File: src/lopsr_pkg.sv
// lopsr_pkg: constants for the oscillator path and synthesizer readback bank
// assumes a byte-wide register port with 15-bit addresses on one clock
`default_nettype none
package lopsr_pkg;
    localparam int LOPSR_AW = 15;
    // ==========================================
    // register offsets
    localparam logic [14:0] LOPSR_A_PATH = 15'h1414;
    localparam logic [14:0] LOPSR_A_F2L = 15'h1541;
    localparam logic [14:0] LOPSR_A_F2H = 15'h1542;
    localparam logic [14:0] LOPSR_A_FRL = 15'h1543;
    localparam logic [14:0] LOPSR_A_FRM = 15'h1544;
    localparam logic [14:0] LOPSR_A_FRH = 15'h1545;
    localparam logic [14:0] LOPSR_A_PHL = 15'h1546;
    localparam logic [14:0] LOPSR_A_PHM = 15'h1547;
    localparam logic [14:0] LOPSR_A_PHH = 15'h1548;
    localparam logic [14:0] LOPSR_A_INL = 15'h1549;
    localparam logic [14:0] LOPSR_A_INH = 15'h154A;
    localparam logic [14:0] LOPSR_A_RDV = 15'h154B;
    localparam logic [14:0] LOPSR_A_RH2 = 15'h154C;
    localparam logic [14:0] LOPSR_A_DIS = 15'h1583;
    // ==========================================
    // field positions
    localparam int LOPSR_B_MIX_OE = 7;
    localparam int LOPSR_B_OSC_OE = 6;
    localparam int LOPSR_B_EXT = 5;
    localparam int LOPSR_B_HOP_OFF = 2;
    localparam int LOPSR_B_DB_BYP = 1;
    localparam int LOPSR_B_PH_OFF = 0;
    // ==========================================
    // reset values
    localparam logic [7:0] LOPSR_R_PATH = 8'h02;
    localparam logic [7:0] LOPSR_R_DIS = 8'h00;
    localparam logic [15:0] LOPSR_R_INT = 16'h0189;
    localparam logic [6:0] LOPSR_R_RDIV = 7'h03;
    // ==========================================
    // divide codes
    localparam logic [4:0] LOPSR_DIV1 = 5'h01;
    localparam logic [4:0] LOPSR_DIV2 = 5'h02;
    localparam logic [4:0] LOPSR_DIV4 = 5'h04;
    localparam logic [4:0] LOPSR_DIV8 = 5'h08;
    localparam logic [4:0] LOPSR_DIV16 = 5'h10;
endpackage
`default_nettype wire

File: src/lopsr_shadow_if.sv
// lopsr_shadow_if: staged and live synthesizer words between bank and buffer
// assumes one clock domain
`timescale 1ns/1ps
`default_nettype none
interface lopsr_shadow_if;
    logic [13:0] frac2;
    logic [23:0] frac;
    logic [23:0] phase;
    logic [15:0] intn;
    logic [6:0] rdiv;
    logic rhalf;
    logic load;
    logic bypass;
    logic [13:0] live_frac2;
    logic [23:0] live_frac;
    logic [23:0] live_phase;
    logic [15:0] live_intn;
    logic [6:0] live_rdiv;
    logic live_rhalf;
    modport bank (output frac2, frac, phase, intn, rdiv, rhalf, load, bypass,
                  input live_frac2, live_frac, live_phase, live_intn, live_rdiv, live_rhalf);
    modport buffer (input frac2, frac, phase, intn, rdiv, rhalf, load, bypass,
                    output live_frac2, live_frac, live_phase, live_intn, live_rdiv, live_rhalf);
endinterface
`default_nettype wire
File: src/lopsr_bank.sv
// lopsr_bank: oscillator path control and synthesizer readback registers
// assumes byte port on clk_sys; staged words and triggers from synthesizer core
`timescale 1ns/1ps
`default_nettype none
module lopsr_bank
    import lopsr_pkg::*;
(
    input wire logic clk_sys, // system clock
    input wire logic rst_n, // async reset, low
    input wire logic reg_wr, // register write strobe
    input wire logic reg_rd, // register read strobe
    input wire logic [LOPSR_AW-1:0] reg_addr, // register address
    input wire logic [7:0] reg_wdata, // write data
    output logic [7:0] reg_rdata, // read data, held
    output logic reg_ack, // one-cycle answer
    input wire logic mute_req, // general mute request
    input wire logic [1:0] general_silence_depth, // mute depth setting
    input wire logic phase_trig_pin, // general-purpose phase trigger, async
    input wire logic hop_req, // hop request from a staging write elsewhere
    input wire logic [13:0] stage_frac2, // staged secondary fraction
    input wire logic [23:0] stage_frac, // staged fraction
    input wire logic [23:0] stage_phase, // staged phase word
    input wire logic [15:0] stage_intn, // staged integer setpoint
    input wire logic [6:0] stage_rdiv, // staged reference divider
    input wire logic stage_rhalf, // staged reference halving
    input wire logic phase_low_wr, // write to staged phase low byte
    input wire logic rdiv_wr, // write to staged reference divider
    output logic mix_out_en, // mixer output live
    output logic osc_path_output_enable, // oscillator output live
    output logic [1:0] mix_silence_depth, // depth applied to mixer mute
    output logic [1:0] osc_silence_depth, // depth applied to oscillator mute
    output logic depth_limited, // mute depth may be restricted
    output logic external_osc_select, // external input feeds dividers
    output logic [4:0] output_divide_select, // one-hot divider select
    output logic freq_hop, // one-cycle frequency hop
    output logic phase_adjust, // one-cycle phase shift strobe
    output logic [23:0] phase_shift, // amount of phase shift
    output logic rdiv_reset, // one-cycle reference divider reset
    output logic [1:0] modulator_clock_launch_delay // launch delay
);
    typedef struct packed {
        logic [7:0] path;
        logic [4:0] dis;
        logic [7:0] rdata;
        logic ack;
        logic pin_s1;
        logic pin_s2;
        logic pin_d;
        logic hop;
        logic padj;
        logic rrst;
        logic [23:0] shift;
        logic mix_on;
        logic osc_on;
        logic [1:0] mix_dep;
        logic [1:0] osc_dep;
        logic lim;
    } lopsr_st_t;
    lopsr_st_t st, next_st;

    lopsr_shadow_if sh();

    // ==========================================
    // double buffer
    lopsr_dbuf u_dbuf (
        .clk_sys(clk_sys),
        .rst_n(rst_n),
        .sh(sh)
    );

    // true for a legal one-hot divide code
    function automatic logic lopsr_div_ok(input logic [4:0] d);
        return d == LOPSR_DIV1 || d == LOPSR_DIV2 || d == LOPSR_DIV4 || d == LOPSR_DIV8 || d == LOPSR_DIV16;
    endfunction

    logic pin_rise;
    logic hop_now;
    logic div_zero;
    assign pin_rise = st.pin_s2 && !st.pin_d;
    assign hop_now = hop_req && !st.dis[LOPSR_B_HOP_OFF];
    assign div_zero = !lopsr_div_ok(st.path[4:0]);

    // ==========================================
    // staging to buffer: hop loads, bypass follows
    assign sh.frac2 = stage_frac2;
    assign sh.frac = stage_frac;
    assign sh.phase = stage_phase;
    assign sh.intn = stage_intn;
    assign sh.rdiv = stage_rdiv;
    assign sh.rhalf = stage_rhalf;
    assign sh.load = hop_now;
    assign sh.bypass = st.dis[LOPSR_B_DB_BYP];

    // ==========================================
    // register read mux
    function automatic logic [7:0] lopsr_read(input logic [14:0] a, input logic [7:0] p, input logic [4:0] d);
        logic [7:0] v;
        v = 8'h00;
        unique case (a)
            LOPSR_A_PATH: v = p;
            LOPSR_A_F2L: v = sh.live_frac2[7:0];
            LOPSR_A_F2H: v = {2'b00, sh.live_frac2[13:8]};
            LOPSR_A_FRL: v = sh.live_frac[7:0];
            LOPSR_A_FRM: v = sh.live_frac[15:8];
            LOPSR_A_FRH: v = sh.live_frac[23:16];
            LOPSR_A_PHL: v = sh.live_phase[7:0];
            LOPSR_A_PHM: v = sh.live_phase[15:8];
            LOPSR_A_PHH: v = sh.live_phase[23:16];
            LOPSR_A_INL: v = sh.live_intn[7:0];
            LOPSR_A_INH: v = sh.live_intn[15:8];
            LOPSR_A_RDV: v = {1'b0, sh.live_rdiv};
            LOPSR_A_RH2: v = {7'h00, sh.live_rhalf};
            LOPSR_A_DIS: v = {3'b000, d};
            default: v = 8'h00;
        endcase
        return v;
    endfunction

    // ==========================================
    // next state
    always_comb begin
        next_st = st;
        next_st.ack = reg_wr || reg_rd;
        if (reg_rd) begin
            next_st.rdata = lopsr_read(reg_addr, st.path, st.dis);
        end
        // only two writable addresses; readback writes fall through
        if (reg_wr && reg_addr == LOPSR_A_PATH) begin
            next_st.path = reg_wdata;
        end
        if (reg_wr && reg_addr == LOPSR_A_DIS) begin
            next_st.dis = reg_wdata[4:0];
        end
        next_st.pin_s1 = phase_trig_pin;
        next_st.pin_s2 = st.pin_s1;
        next_st.pin_d = st.pin_s2;
        next_st.hop = hop_now;
        next_st.padj = (phase_low_wr && !st.dis[LOPSR_B_PH_OFF]) || pin_rise;
        if (next_st.padj) begin
            next_st.shift = sh.live_phase;
        end
        next_st.rrst = rdiv_wr && st.dis[LOPSR_B_DB_BYP];
        // mute when enable clear, mute set, or divide code not a legal one-hot value
        next_st.mix_on = st.path[LOPSR_B_MIX_OE] && !mute_req && !div_zero;
        next_st.osc_on = st.path[LOPSR_B_OSC_OE] && !mute_req && !div_zero;
        next_st.mix_dep = general_silence_depth;
        next_st.osc_dep = general_silence_depth;
        // one muted while the other stays on
        next_st.lim = next_st.mix_on ^ next_st.osc_on;
    end

    always_ff @(posedge clk_sys or negedge rst_n) begin
        if (!rst_n) begin
            st <= '0;
            st.path <= LOPSR_R_PATH;
            st.dis <= LOPSR_R_DIS[4:0];
        end else begin
            st <= next_st;
        end
    end

    // ==========================================
    // outputs from flops
    assign reg_rdata = st.rdata;
    assign reg_ack = st.ack;
    assign mix_out_en = st.mix_on;
    assign osc_path_output_enable = st.osc_on;
    assign mix_silence_depth = st.mix_dep;
    assign osc_silence_depth = st.osc_dep;
    assign depth_limited = st.lim;
    assign external_osc_select = st.path[LOPSR_B_EXT];
    assign output_divide_select = st.path[4:0];
    assign freq_hop = st.hop;
    assign phase_adjust = st.padj;
    assign phase_shift = st.shift;
    assign rdiv_reset = st.rrst;
    assign modulator_clock_launch_delay = st.dis[4:3];

    // ==========================================
    // checks
    a_path_write: assert property (@(posedge clk_sys) disable iff (!rst_n)
        reg_wr && reg_addr == LOPSR_A_PATH |=> output_divide_select == $past(reg_wdata[4:0]))
        else $error("path write not applied");
    a_mix_mute: assert property (@(posedge clk_sys) disable iff (!rst_n)
        (mute_req || !st.path[LOPSR_B_MIX_OE]) |=> !mix_out_en) else $error("mixer not muted");
    a_osc_mute: assert property (@(posedge clk_sys) disable iff (!rst_n)
        (st.path[4:0] == 5'h00) |=> !osc_path_output_enable) else $error("osc not muted");
    // flag judged from the settings, not from the registered enables
    a_depth_flag: assert property (@(posedge clk_sys) disable iff (!rst_n)
        st.path[LOPSR_B_MIX_OE] && !st.path[LOPSR_B_OSC_OE] && !mute_req && !div_zero |=> depth_limited)
        else $error("limit flag missing");
    a_ext_select: assert property (@(posedge clk_sys) disable iff (!rst_n)
        reg_wr && reg_addr == LOPSR_A_PATH |=> external_osc_select == $past(reg_wdata[5]))
        else $error("external select wrong");
    a_launch_dly: assert property (@(posedge clk_sys) disable iff (!rst_n)
        reg_wr && reg_addr == LOPSR_A_DIS |=> modulator_clock_launch_delay == $past(reg_wdata[4:3]))
        else $error("launch delay wrong");
    a_hop_off: assert property (@(posedge clk_sys) disable iff (!rst_n)
        st.dis[LOPSR_B_HOP_OFF] |=> !freq_hop) else $error("hop while off");
    a_rdiv_reset: assert property (@(posedge clk_sys) disable iff (!rst_n)
        rdiv_wr && st.dis[LOPSR_B_DB_BYP] |=> rdiv_reset) else $error("no divider reset");
    a_phase_off: assert property (@(posedge clk_sys) disable iff (!rst_n)
        phase_low_wr && st.dis[LOPSR_B_PH_OFF] && !pin_rise |=> !phase_adjust)
        else $error("phase adjust while off");
    a_ro_ignored: assert property (@(posedge clk_sys) disable iff (!rst_n)
        reg_wr && reg_addr != LOPSR_A_PATH |=> st.path == $past(st.path)) else $error("path changed");
    a_int_read: assert property (@(posedge clk_sys) disable iff (!rst_n)
        reg_rd && reg_addr == LOPSR_A_INL |=> reg_rdata == $past(sh.live_intn[7:0]))
        else $error("integer readback wrong");
endmodule // lopsr_bank
`default_nettype wire

File: src/lopsr_dbuf.sv
// lopsr_dbuf: double buffer holding live synthesizer words
// assumes load pulses come from the register bank
`timescale 1ns/1ps
`default_nettype none
module lopsr_dbuf
    import lopsr_pkg::*;
(
    input wire logic clk_sys, // system clock
    input wire logic rst_n, // async reset, low
    lopsr_shadow_if.buffer sh // staged words in, live out
);
    typedef struct packed {
        logic [13:0] f2;
        logic [23:0] fr;
        logic [23:0] ph;
        logic [15:0] in;
        logic [6:0] rd;
        logic rh;
    } lopsr_db_t;
    lopsr_db_t st, next_st;

    // ==========================================
    // transfer on load, or follow staging while bypassed
    always_comb begin
        next_st = st;
        if (sh.load || sh.bypass) begin
            next_st = '{sh.frac2, sh.frac, sh.phase, sh.intn, sh.rdiv, sh.rhalf};
        end
    end

    always_ff @(posedge clk_sys or negedge rst_n) begin
        if (!rst_n) begin
            st <= '{14'h0000, 24'h000000, 24'h000000, LOPSR_R_INT, LOPSR_R_RDIV, 1'b0};
        end else begin
            st <= next_st;
        end
    end

    assign sh.live_frac2 = st.f2;
    assign sh.live_frac = st.fr;
    assign sh.live_phase = st.ph;
    assign sh.live_intn = st.in;
    assign sh.live_rdiv = st.rd;
    assign sh.live_rhalf = st.rh;

    a_load_copies: assert property (@(posedge clk_sys) disable iff (!rst_n)
        sh.load |=> st.fr == $past(sh.frac)) else $error("load did not copy fraction");
endmodule // lopsr_dbuf
`default_nettype wire

File: config.mk
export PLATFORM = sky130hd
export DESIGN_NAME = lopsr_bank
export DESIGN_NICKNAME = d
export VERILOG_FILES = /design/src/lopsr_pkg.sv /design/src/lopsr_shadow_if.sv /design/src/lopsr_bank.sv /design/src/lopsr_dbuf.sv
export SDC_FILE = /design/constraint.sdc
export NUM_CORES = 1
export LEC_CHECK = 0
export BUFFER_PORTS_ARGS = -buffer_cell sky130_fd_sc_hd__buf_2
export CAP_MARGIN = 20
export CORE_UTILIZATION = 41
export DETAILED_ROUTE_END_ITERATION = 7
export HOLD_SLACK_MARGIN = 0.1
export SLEW_MARGIN = 10
export SYNTH_ARGS = -nofsm -noshare
export SYNTH_HDL_FRONTEND = slang
export SYNTH_SLANG_ARGS = --single-unit
export TNS_END_PERCENT = 20
File: constraint.sdc
create_clock -name clk_sys -period 4.55 [get_ports clk_sys]
set_input_delay 1.1375 -clock clk_sys [delete_from_list [all_inputs] [get_ports clk_sys]]
set_output_delay 1.1375 -clock clk_sys [all_outputs]
set_load 0.02 [all_outputs]
==> results.md, run 1 <==
* Crit Path Max Fanout at 6
* Chip height at 129 um
* Min Tclk post-route at 3.34 ns
* Number of H-tree levels at 4
* Gpl congestion at 0.888
* Slowest CP cell: nor4b_1
* Vias per std cell at 5.41
* Worst reg2reg path startpoint: u_dbuf.sh.live_rdiv[3]$_DFFE_PN0P_
* Starting Density at 42.7%
* Vias in the first global route at 4701
* Final max-slew violation count at 0
* Worst hold path depth at 0
* Switching power at 790 uW
* First-pass GRT wire length at 26200 um
* CTS root buf: clkbuf_16
* Path depth of the worst reg2reg path at 5
* Layout cells sized above 1 at 54.0%
* Buffers on Ports at 170
* Via count at 4646
* Hold path endpoint: next_st[34]$_DFF_PN0_
* Yosys cell types at 56
* Fin nets at 755
* Core Region at 15400 um^2
* Dominant synthesized flop cell: dfrtp_1
* Worst-Skew Late Latency at 0.42 ns
* Synth-to-layout area growth at 20.9%
* Initial antenna violation count at 1
* TNS Setup at 0 ns
* FF-to-FF End: reg_rdata[3]$_DFFE_PN0P_
* Worst path top cell family by delay: simple AND/OR/NAND/NOR gates
* # Post-CTS Setup Buffers at 0
* Highest Clock Rate at 0.299 GHz
* # diodes at 0
* Worst hold path type: flop to flop
* 1st-iter DRT viols at 310
* CTS max path bufs at 2
* Sw frac at 24.5%
* Cells after Synth at 507
* Critical Path RT at 4.88 ns
* Critical Path Sink Type: flop
* Worst slew pin tran at 0.987 ns
* Critical path's largest stage delay at 0.86 ns
* Part of the cycle the worst path needs at 73.4%
* Worst IR drop on VDD at 284 uV
* Clock Sinks at 143
* Synthesized area at 6590 um^2
* Fraction of registers with async set/reset at 100%
* Leakage at 0.00357 uW
* Endpoints failing hold at 0
* Mean post-synth cell area at 13.0 um^2
* Row cnt at 45
* Crit-path cells: buf_2 > nor4b_1 > nand3_1 > nor3_1 > a22oi_1 > and3_1 > a32oi_1
* TritonCTS Buffers at 17
* RSZ-0062 raised after global routing: no
* # IOs at 171
* GRT overflow at 0
* TritonCTS clock tree: done
* Worst Hold Launch: next_st[35]$_DFF_PN0_
* Total GRT Usage at 21.7%
* Status: completed
* Internal power at 2440 uW
* Comb power frac at 11.3%
* Sequential fraction of the synthesis area at 54.4%
* ANT nets after route at 0
* Buf/Inv on CP at 1
* Final setup vio count at 0
* Max cap viols at 0
* Flop pwr share at 45.3%
* Post-Route WL at 17100 um
* EDFF count, synth at 0
* R2R Setup Slk at 2.71 ns
* HPWL Detailed at 12700 um
* Pwr Total at 3230 uW
* Largest net degree at the start of global routing at 104
* Yosys Warn Count at 0
* Clk pin slew, worst setup/hold paths at 0.06 ns
* Flops & latches, synth at 143
* DRC errors left at 0
* Power density cells at 406 nW/um^2
* Die Wd at 129 um
* Syn nets at 627
* Pre-antenna DRT Iters at 5
* Drt wl/cell at 19.9 um
* CTS Hold Bufs at 0
* Worst EP arrival at 3.67 ns
* Clk pwr share at 43.4%
* CP Launch Type: primary input
* Critical path type: primary input to flop
* Die ar. at 16600 um^2
* Clock skew at 0.00632 ns
* Relative slew slack at 33.3%
* Post-CTS Resized at 0
[worst max path at each step]
stage           startpoint                        to  slack [ns]  cells after the start
6_report       reg_addr[5]  reg_rdata[1]$_DFFE_PN0P_        1.21                      7
5_1_grt        reg_addr[5]  reg_rdata[1]$_DFFE_PN0P_        1.07                      7
4_1_cts        reg_addr[5]  reg_rdata[4]$_DFFE_PN0P_        1.39                      7
3_5_place_dp   reg_addr[5]  reg_rdata[4]$_DFFE_PN0P_        0.96                      7
3_3_place_gp   reg_addr[5]  reg_rdata[7]$_DFFE_PN0P_        1.08                      7
2_1_floorplan  reg_addr[0]  reg_rdata[4]$_DFFE_PN0P_        1.50                      7
[per-stage QoR]
step | utilization (%) | std cells | hold WS [ns] | setup slack [ns] | area [um^2]
2_1_floorplan | - | 507 | 0.331 | 1.50 | 6590
3_3_place_gp | 47.8 | 827 | 0.341 | 1.08 | 7380
3_5_place_dp | 47.8 | 827 | 0.336 | 0.958 | 7380
4_1_cts | 51.6 | 859 | 0.350 | 1.39 | 7970
5_1_grt | 51.6 | 859 | 0.353 | 1.07 | 7970
6_report | 51.6 | 859 | 0.348 | 1.21 | 7970
[kinds of logic after synthesis]
group                  after synthesis  synth area share [%]
multiplexers                       130                  22.1
buffers and inverters               73                  6.72
AND/OR/NAND/NOR                     88                  8.01
XOR/XNOR                             2                 0.266
flip-flops                         143                  54.4
AO/OA/AOI/OAI                       71                  8.45
[cell type report]
type / instances / area [um^2]
Fill cell: 1421 / 7460
Sequential cell: 143 / 3590
Multi-Input combinational cell: 291 / 2580
Timing Repair Buffer: 176 / 927
Clock buffer: 21 / 450
Tap cell: 211 / 264
Clock inverter: 11 / 140
Inverter: 6 / 22.5
[power by group through the flow]
stage / clock network (uW) / registers [uW] / logic (uW)
after floorplan: 0 / 1450 / 265
after global placement: 0 / 1490 / 362
after detailed placement: 0 / 1490 / 371
after CTS: 1430 / 1470 / 372
after global routing: 1490 / 1480 / 400
final: 1400 / 1470 / 365
[flip-flops by register name, indices dropped and copies added (netlist names), 2 cells and up]
register / flops
osc_silence_depth: 2
reg_rdata: 8
u_dbuf.sh.live_frac: 24
u_dbuf.sh.live_phase: 24
u_dbuf.sh.live_frac2: 14
modulator_clock_launch_delay: 2
output_divide_select: 5
u_dbuf.sh.live_intn: 16
u_dbuf.sh.live_rdiv: 7
st: 5
next_st: 2
phase_shift: 24
[metal layers]
| layer | global-route usage [%] | routed length [um] | part of all wire [%] | vias up |
|---|---|---|---|---|
| li1 | - | - | - | 2105 |
| met1 | 27.6 | 7240 | 42 | 2341 |
| met2 | 36.3 | 8470 | 50 | 179 |
| met3 | 6.28 | 1190 | 7.0 | 19 |
| met4 | 5.74 | 191 | 1.1 | 2 |
| met5 | 0 | 8 | 0.047 | - |
[synthesized netlist by cell type (6+ instances only)]
cell,number,area share (%)
dfrtp_1,136,52
mux2_2,127,22
buf_4,43,4.9
clkbuf_1,21,1.2
a22oi_1,19,2.2
nand2_1,18,1.0
nor2_1,13,0.74
nand3_1,8,0.61
nor3_1,8,0.61
dfstp_2,7,2.8
a21oi_1,6,0.46
a32oi_1,6,0.80
inv_1,6,0.34
o21ai_0,6,0.46
[layout by cell type (no fill, tap or decap), types with 4 or more instances in the layout]
cell type / count
a21oi_1: 6
a222oi_1: 5
a22oi_1: 19
a32oi_1: 6
buf_2: 169
buf_4: 4
clkbuf_16: 17
clkinv_2: 4
clkinvlp_4: 4
dfrtp_1: 136
dfstp_2: 7
inv_1: 6
mux2_2: 127
nand2_1: 18
nand2b_1: 4
nand3_1: 8
nor2_1: 12
nor2b_1: 4
nor3_1: 8
nor3b_1: 4
nor4b_1: 4
o21ai_0: 6
(Power assumes the default switching activity.)
==> run 2: changes to the inputs <==
- PLACE_DENSITY: unset -> 0.67
- clock period: 4.55 -> 2.8 ns (I/O delays scaled with it)
==> results.md, run 2 (synthesis gave the netlist of run 1 again) <==
* Status: completed
* Relative slew slack at 55.4%
* CP most frequent cell: or4b_4
* 1st-iter DRT viols at 319
* Worst slew pin tran at 0.660 ns
* Highest Clock Rate at 0.439 GHz
* Min Tclk post-route at 2.28 ns
* Core Region at 15400 um^2
* Worst IR drop on VDD at 455 uV
* # Post-CTS Setup Buffers at 0
* Part of the cycle the worst path needs at 81.3%
* Critical path type: primary input to flop
* Slowest CP cell: or4b_4
* CTS Hold Bufs at 0
* Worst path top cell family by delay: simple AND/OR/NAND/NOR gates
* Buf/Inv on CP at 2
* Vias per std cell at 5.29
* Endpoints failing hold at 0
* TritonCTS clock tree: done
* RSZ-0062 raised after global routing: no
* Critical Path RT at 3.14 ns
* TritonCTS Buffers at 17
* Most frequent cells in the layout: 169 x buf_2, 136 x dfrtp_1, 127 x mux2_2
* Critical path's largest stage delay at 0.58 ns
* CTS root buf: clkbuf_16
* Total GRT Usage at 21.7%
* ANT nets after route at 0
* Crit Path Max Fanout at 4
* First-pass GRT wire length at 26500 um
* Largest net degree at the start of global routing at 87
* Crit-path cells: buf_2 > or4b_4 > or4b_4 > nor4_4 > buf_4 > a22o_1 > a2111oi_0 > o2bb2ai_1
* Max cap viols at 0
* Clk pin slew, worst setup/hold paths at 0.06 ns
* Starting Density at 42.7%
* Final setup vio count at 0
* # IOs at 171
* Post-Route Utilization at 52.9%
* Hold Slack at 0.248 ns
* Most common cell after layout, fill and taps aside: buf_2
* Clock Sinks at 143
* Gpl congestion at 0.859
* Chip height at 129 um
* DRC errors left at 0
* Post-CTS Resized at 0
* Pre-antenna DRT Iters at 4
* Worst hold path type: primary input to async pin
* TNS Setup at 0 ns
* Clock skew at 0.00646 ns
* CTS max path bufs at 2
* Via count at 4677
* Worst-Skew Late Latency at 0.41 ns
* HPWL Detailed at 13000 um
* Fin nets at 779
* Buffers on Ports at 170
* Layout cells sized above 1 at 55.9%
* Leakage at 0.00370 uW
* Power density cells at 640 nW/um^2
* Drt wl/cell at 19.4 um
* Die ar. at 16600 um^2
* CP Launch Type: primary input
* Worst EP arrival at 2.61 ns
* GRT overflow at 0
* Number of H-tree levels at 4
* Final max-slew violation count at 0
* Initial antenna violation count at 1
* Row cnt at 45
* Die Wd at 129 um
* Synth-to-layout area growth at 23.8%
* Post-Route WL at 17100 um
* Critical Path Sink Type: flop
* Vias in the first global route at 4907
run 2: final timing paths:
kind	start	to	slack [ns]	cells after the start
worst max-delay path	reg_addr[1]	reg_rdata[6]$_DFFE_PN0P_	0.52	8
worst min-delay path	rst_n	sh.bypass$_DFFE_PN0P_	0.25	1
worst max register to register	u_dbuf.sh.live_rdiv[3]$_DFFE_PN0P_	reg_rdata[3]$_DFFE_PN0P_	1.03	5
worst min register to register	next_st[35]$_DFF_PN0_	next_st[34]$_DFF_PN0_	0.35	0
max in group asynchronous	rst_n	u_dbuf.sh.live_rdiv[1]$_DFFE_PN1P_	1.83	2
min in group clk_sys	next_st[35]$_DFF_PN0_	next_st[34]$_DFF_PN0_	0.35	0
run 2: cell type report:
type | instances | area, um^2
repair buffers | 200 | 1120
well taps | 211 | 264
inverters | 6 | 22.5
fillers | 1371 | 7270
clock inverters | 12 | 144
multi-input cells | 291 | 2580
clock buffers | 19 | 443
diodes | 2 | 5.00
flip-flops and latches | 143 | 3590
run 2: per-layer routing:
metal,up-vias,routed length (um),track usage (%)
li1,2138,-,-
met1,2346,7160,27.2
met3,14,1360,6.65
met2,177,8400,35.9
met5,-,11,0
met4,2,194,6.92
run 2: per-stage QoR:
stage | setup WS (ns) | instance area (um^2) | total power (uW) | std cells
after floorplan | 0.183 | 6590 | 2790 | 507
after global placement | 0.0404 | 7570 | 3010 | 851
after detailed placement | 0.116 | 7570 | 3030 | 851
after CTS | 0.544 | 8160 | 5290 | 882
after global routing | 0.413 | 8160 | 5450 | 882
final | 0.524 | 8160 | 5220 | 884
run 2: power by group:
group	total (uW)	internal, uW	switching [uW]
Combinational	612	305	307
Sequential	2370	2260	117
Clock	2230	1410	826
==> run 3: changes to the inputs <==
- PLACE_DENSITY: 0.67 -> unset
- clock period: 2.8 -> 2.1 ns (I/O delays scaled with it)
==> results.md, run 3 (synthesis gave the netlist of run 1 again) <==
* Relative slew slack at 60.3%
* TritonCTS Buffers at 17
* TritonCTS clock tree: done
* Worst-Skew Late Latency at 0.42 ns
* Number of fill cells in the layout at 1407
* Pre-antenna DRT Iters at 5
* CP most frequent cell: or4b_4
* Clk pin slew, worst setup/hold paths at 0.06 ns
* CTS root buf: clkbuf_16
* Min Tclk post-route at 2.05 ns
* Worst hold path depth at 1
* Buf/Inv on CP at 2
* Multi-input gate area at 2590 um^2
* DRC errors left at 0
* Path depth of the worst reg2reg path at 6
* Critical Path RT at 2.45 ns
* Final max-slew violation count at 0
* Initial antenna violation count at 2
* CP Launch Type: primary input
* Leakage at 0.00385 uW
* Crit Path Max Fanout at 5
* Starting Density at 42.7%
* Post-route insts no fill at 916
* Slowest CP cell: or4b_4
* Critical path's largest stage delay at 0.57 ns
* Status: completed
* # IOs at 171
* First-pass GRT wire length at 27300 um
* 1st-iter DRT viols at 322
* Final setup vio count at 0
* GRT overflow at 0
* Chip height at 129 um
* Die ar. at 16600 um^2
* Number of H-tree levels at 4
* Worst slew pin tran at 0.587 ns
* Vias per std cell at 5.24
* Layout cells sized above 1 at 58.1%
* Buffers on Ports at 170
* Worst IR drop on VDD at 562 uV
* Dpl cell area at 7820 um^2
* Endpoints failing hold at 0
* Clock skew at 0.00832 ns
* # Post-CTS Setup Buffers at 0
* Crit-path cells: buf_2 > or4b_4 > or4b_4 > nor4_4 > buf_4 > a22o_1 > a2111oi_0 > o2bb2ai_1
* Critical Path Sink Type: flop
* Worst EP arrival at 2.40 ns
* DP Worst Slack at -0.393 ns
* Largest net degree at the start of global routing at 50
* Highest Clock Rate at 0.487 GHz
* Via count at 4800
* Most frequent cells in the layout: 169 x buf_2, 136 x dfrtp_1, 127 x mux2_2
* Gpl congestion at 0.898
* Post-Route WL at 17400 um
* Max cap viols at 0
* ANT nets after route at 0
* Critical path type: primary input to flop
* Synth-to-layout area growth at 27.7%
* Clock Sinks at 143
* Row cnt at 45
* Worst path top cell family by delay: simple AND/OR/NAND/NOR gates
* Placed cells at 882
* Die Wd at 129 um
* Worst hold path type: primary input to flop
* HPWL Detailed at 13400 um
* WP depth at 8
* Finished Cell Area at 8420 um^2
* CTS max path bufs at 2
* Vias in the first global route at 5023
* FF/Latch Area at 3590 um^2
* Total GRT Usage at 22.3%
* RSZ-0062 raised after global routing: yes
* TNS Setup at 0 ns
* Setup WS post-layout at 0.0450 ns
* Part of the cycle the worst path needs at 97.9%
* Drt wl/cell at 19.0 um
* Fin nets at 811
* Power density cells at 828 nW/um^2
* Core Region at 15400 um^2
* Most common cell after layout, fill and taps aside: buf_2
==> run 3: layout make-up <==
type,instances,area share [%]
flip-flops and latches,143,42.6
multi-input cells,291,30.7
inverters,6,0.267
repair buffers,232,16.3
clock inverters,12,1.62
clock buffers,20,5.30
well taps,211,3.14
diodes,1,0.0297
==> run 3: metrics by stage <==
stage | total power, uW | util, % | hold WS (ns)
5_1_grt | 7270 | 54.6 | 0.198
3_5_place_dp | 4070 | 50.7 | 0.348
3_3_place_gp | 4050 | 50.7 | 0.339
4_1_cts | 7040 | 54.5 | 0.196
6_report | 6970 | 54.6 | 0.214
2_1_floorplan | 3730 | - | 0.229
==> run 3: timing repair <==
action / in CTS / in global routing
hold buffers: 1 / 0
gates resized for setup: 0 / 4
endpoints found under the hold margin: 28 / 0
endpoints found under the setup margin: 0 / 2
==> run 3: final timing paths <==
check                      slack [ns]                               start                                 end
max                              0.05                         reg_addr[1]            reg_rdata[6]$_DFFE_PN0P_
min                              0.21                      phase_trig_pin               next_st[35]$_DFF_PN0_
max reg2reg                      0.39  u_dbuf.sh.live_rdiv[0]$_DFFE_PN1P_            reg_rdata[0]$_DFFE_PN0P_
min reg2reg                      0.35               next_st[35]$_DFF_PN0_               next_st[34]$_DFF_PN0_
max in group asynchronous        0.86                               rst_n  u_dbuf.sh.live_intn[0]$_DFFE_PN1P_
min in group asynchronous        0.56                               rst_n             depth_limited$_DFF_PN0_
==> run 3: routing by layer <==
layer,track usage (%),part of all wire (%),up-vias
li1,-,-,2218
met1,28.9,44,2383
met2,36.1,48,176
met3,5.78,6.5,21
met4,8.30,1.6,2
met5,0,0.086,-
==> run 3: report_power, final <==
group / internal [uW] / leakage, uW / total (uW) / switching [uW]
logic: 435 / 0.00187 / 850 / 415
registers: 3010 / 0.00172 / 3170 / 155
clock network: 1780 / 0.000265 / 2960 / 1180
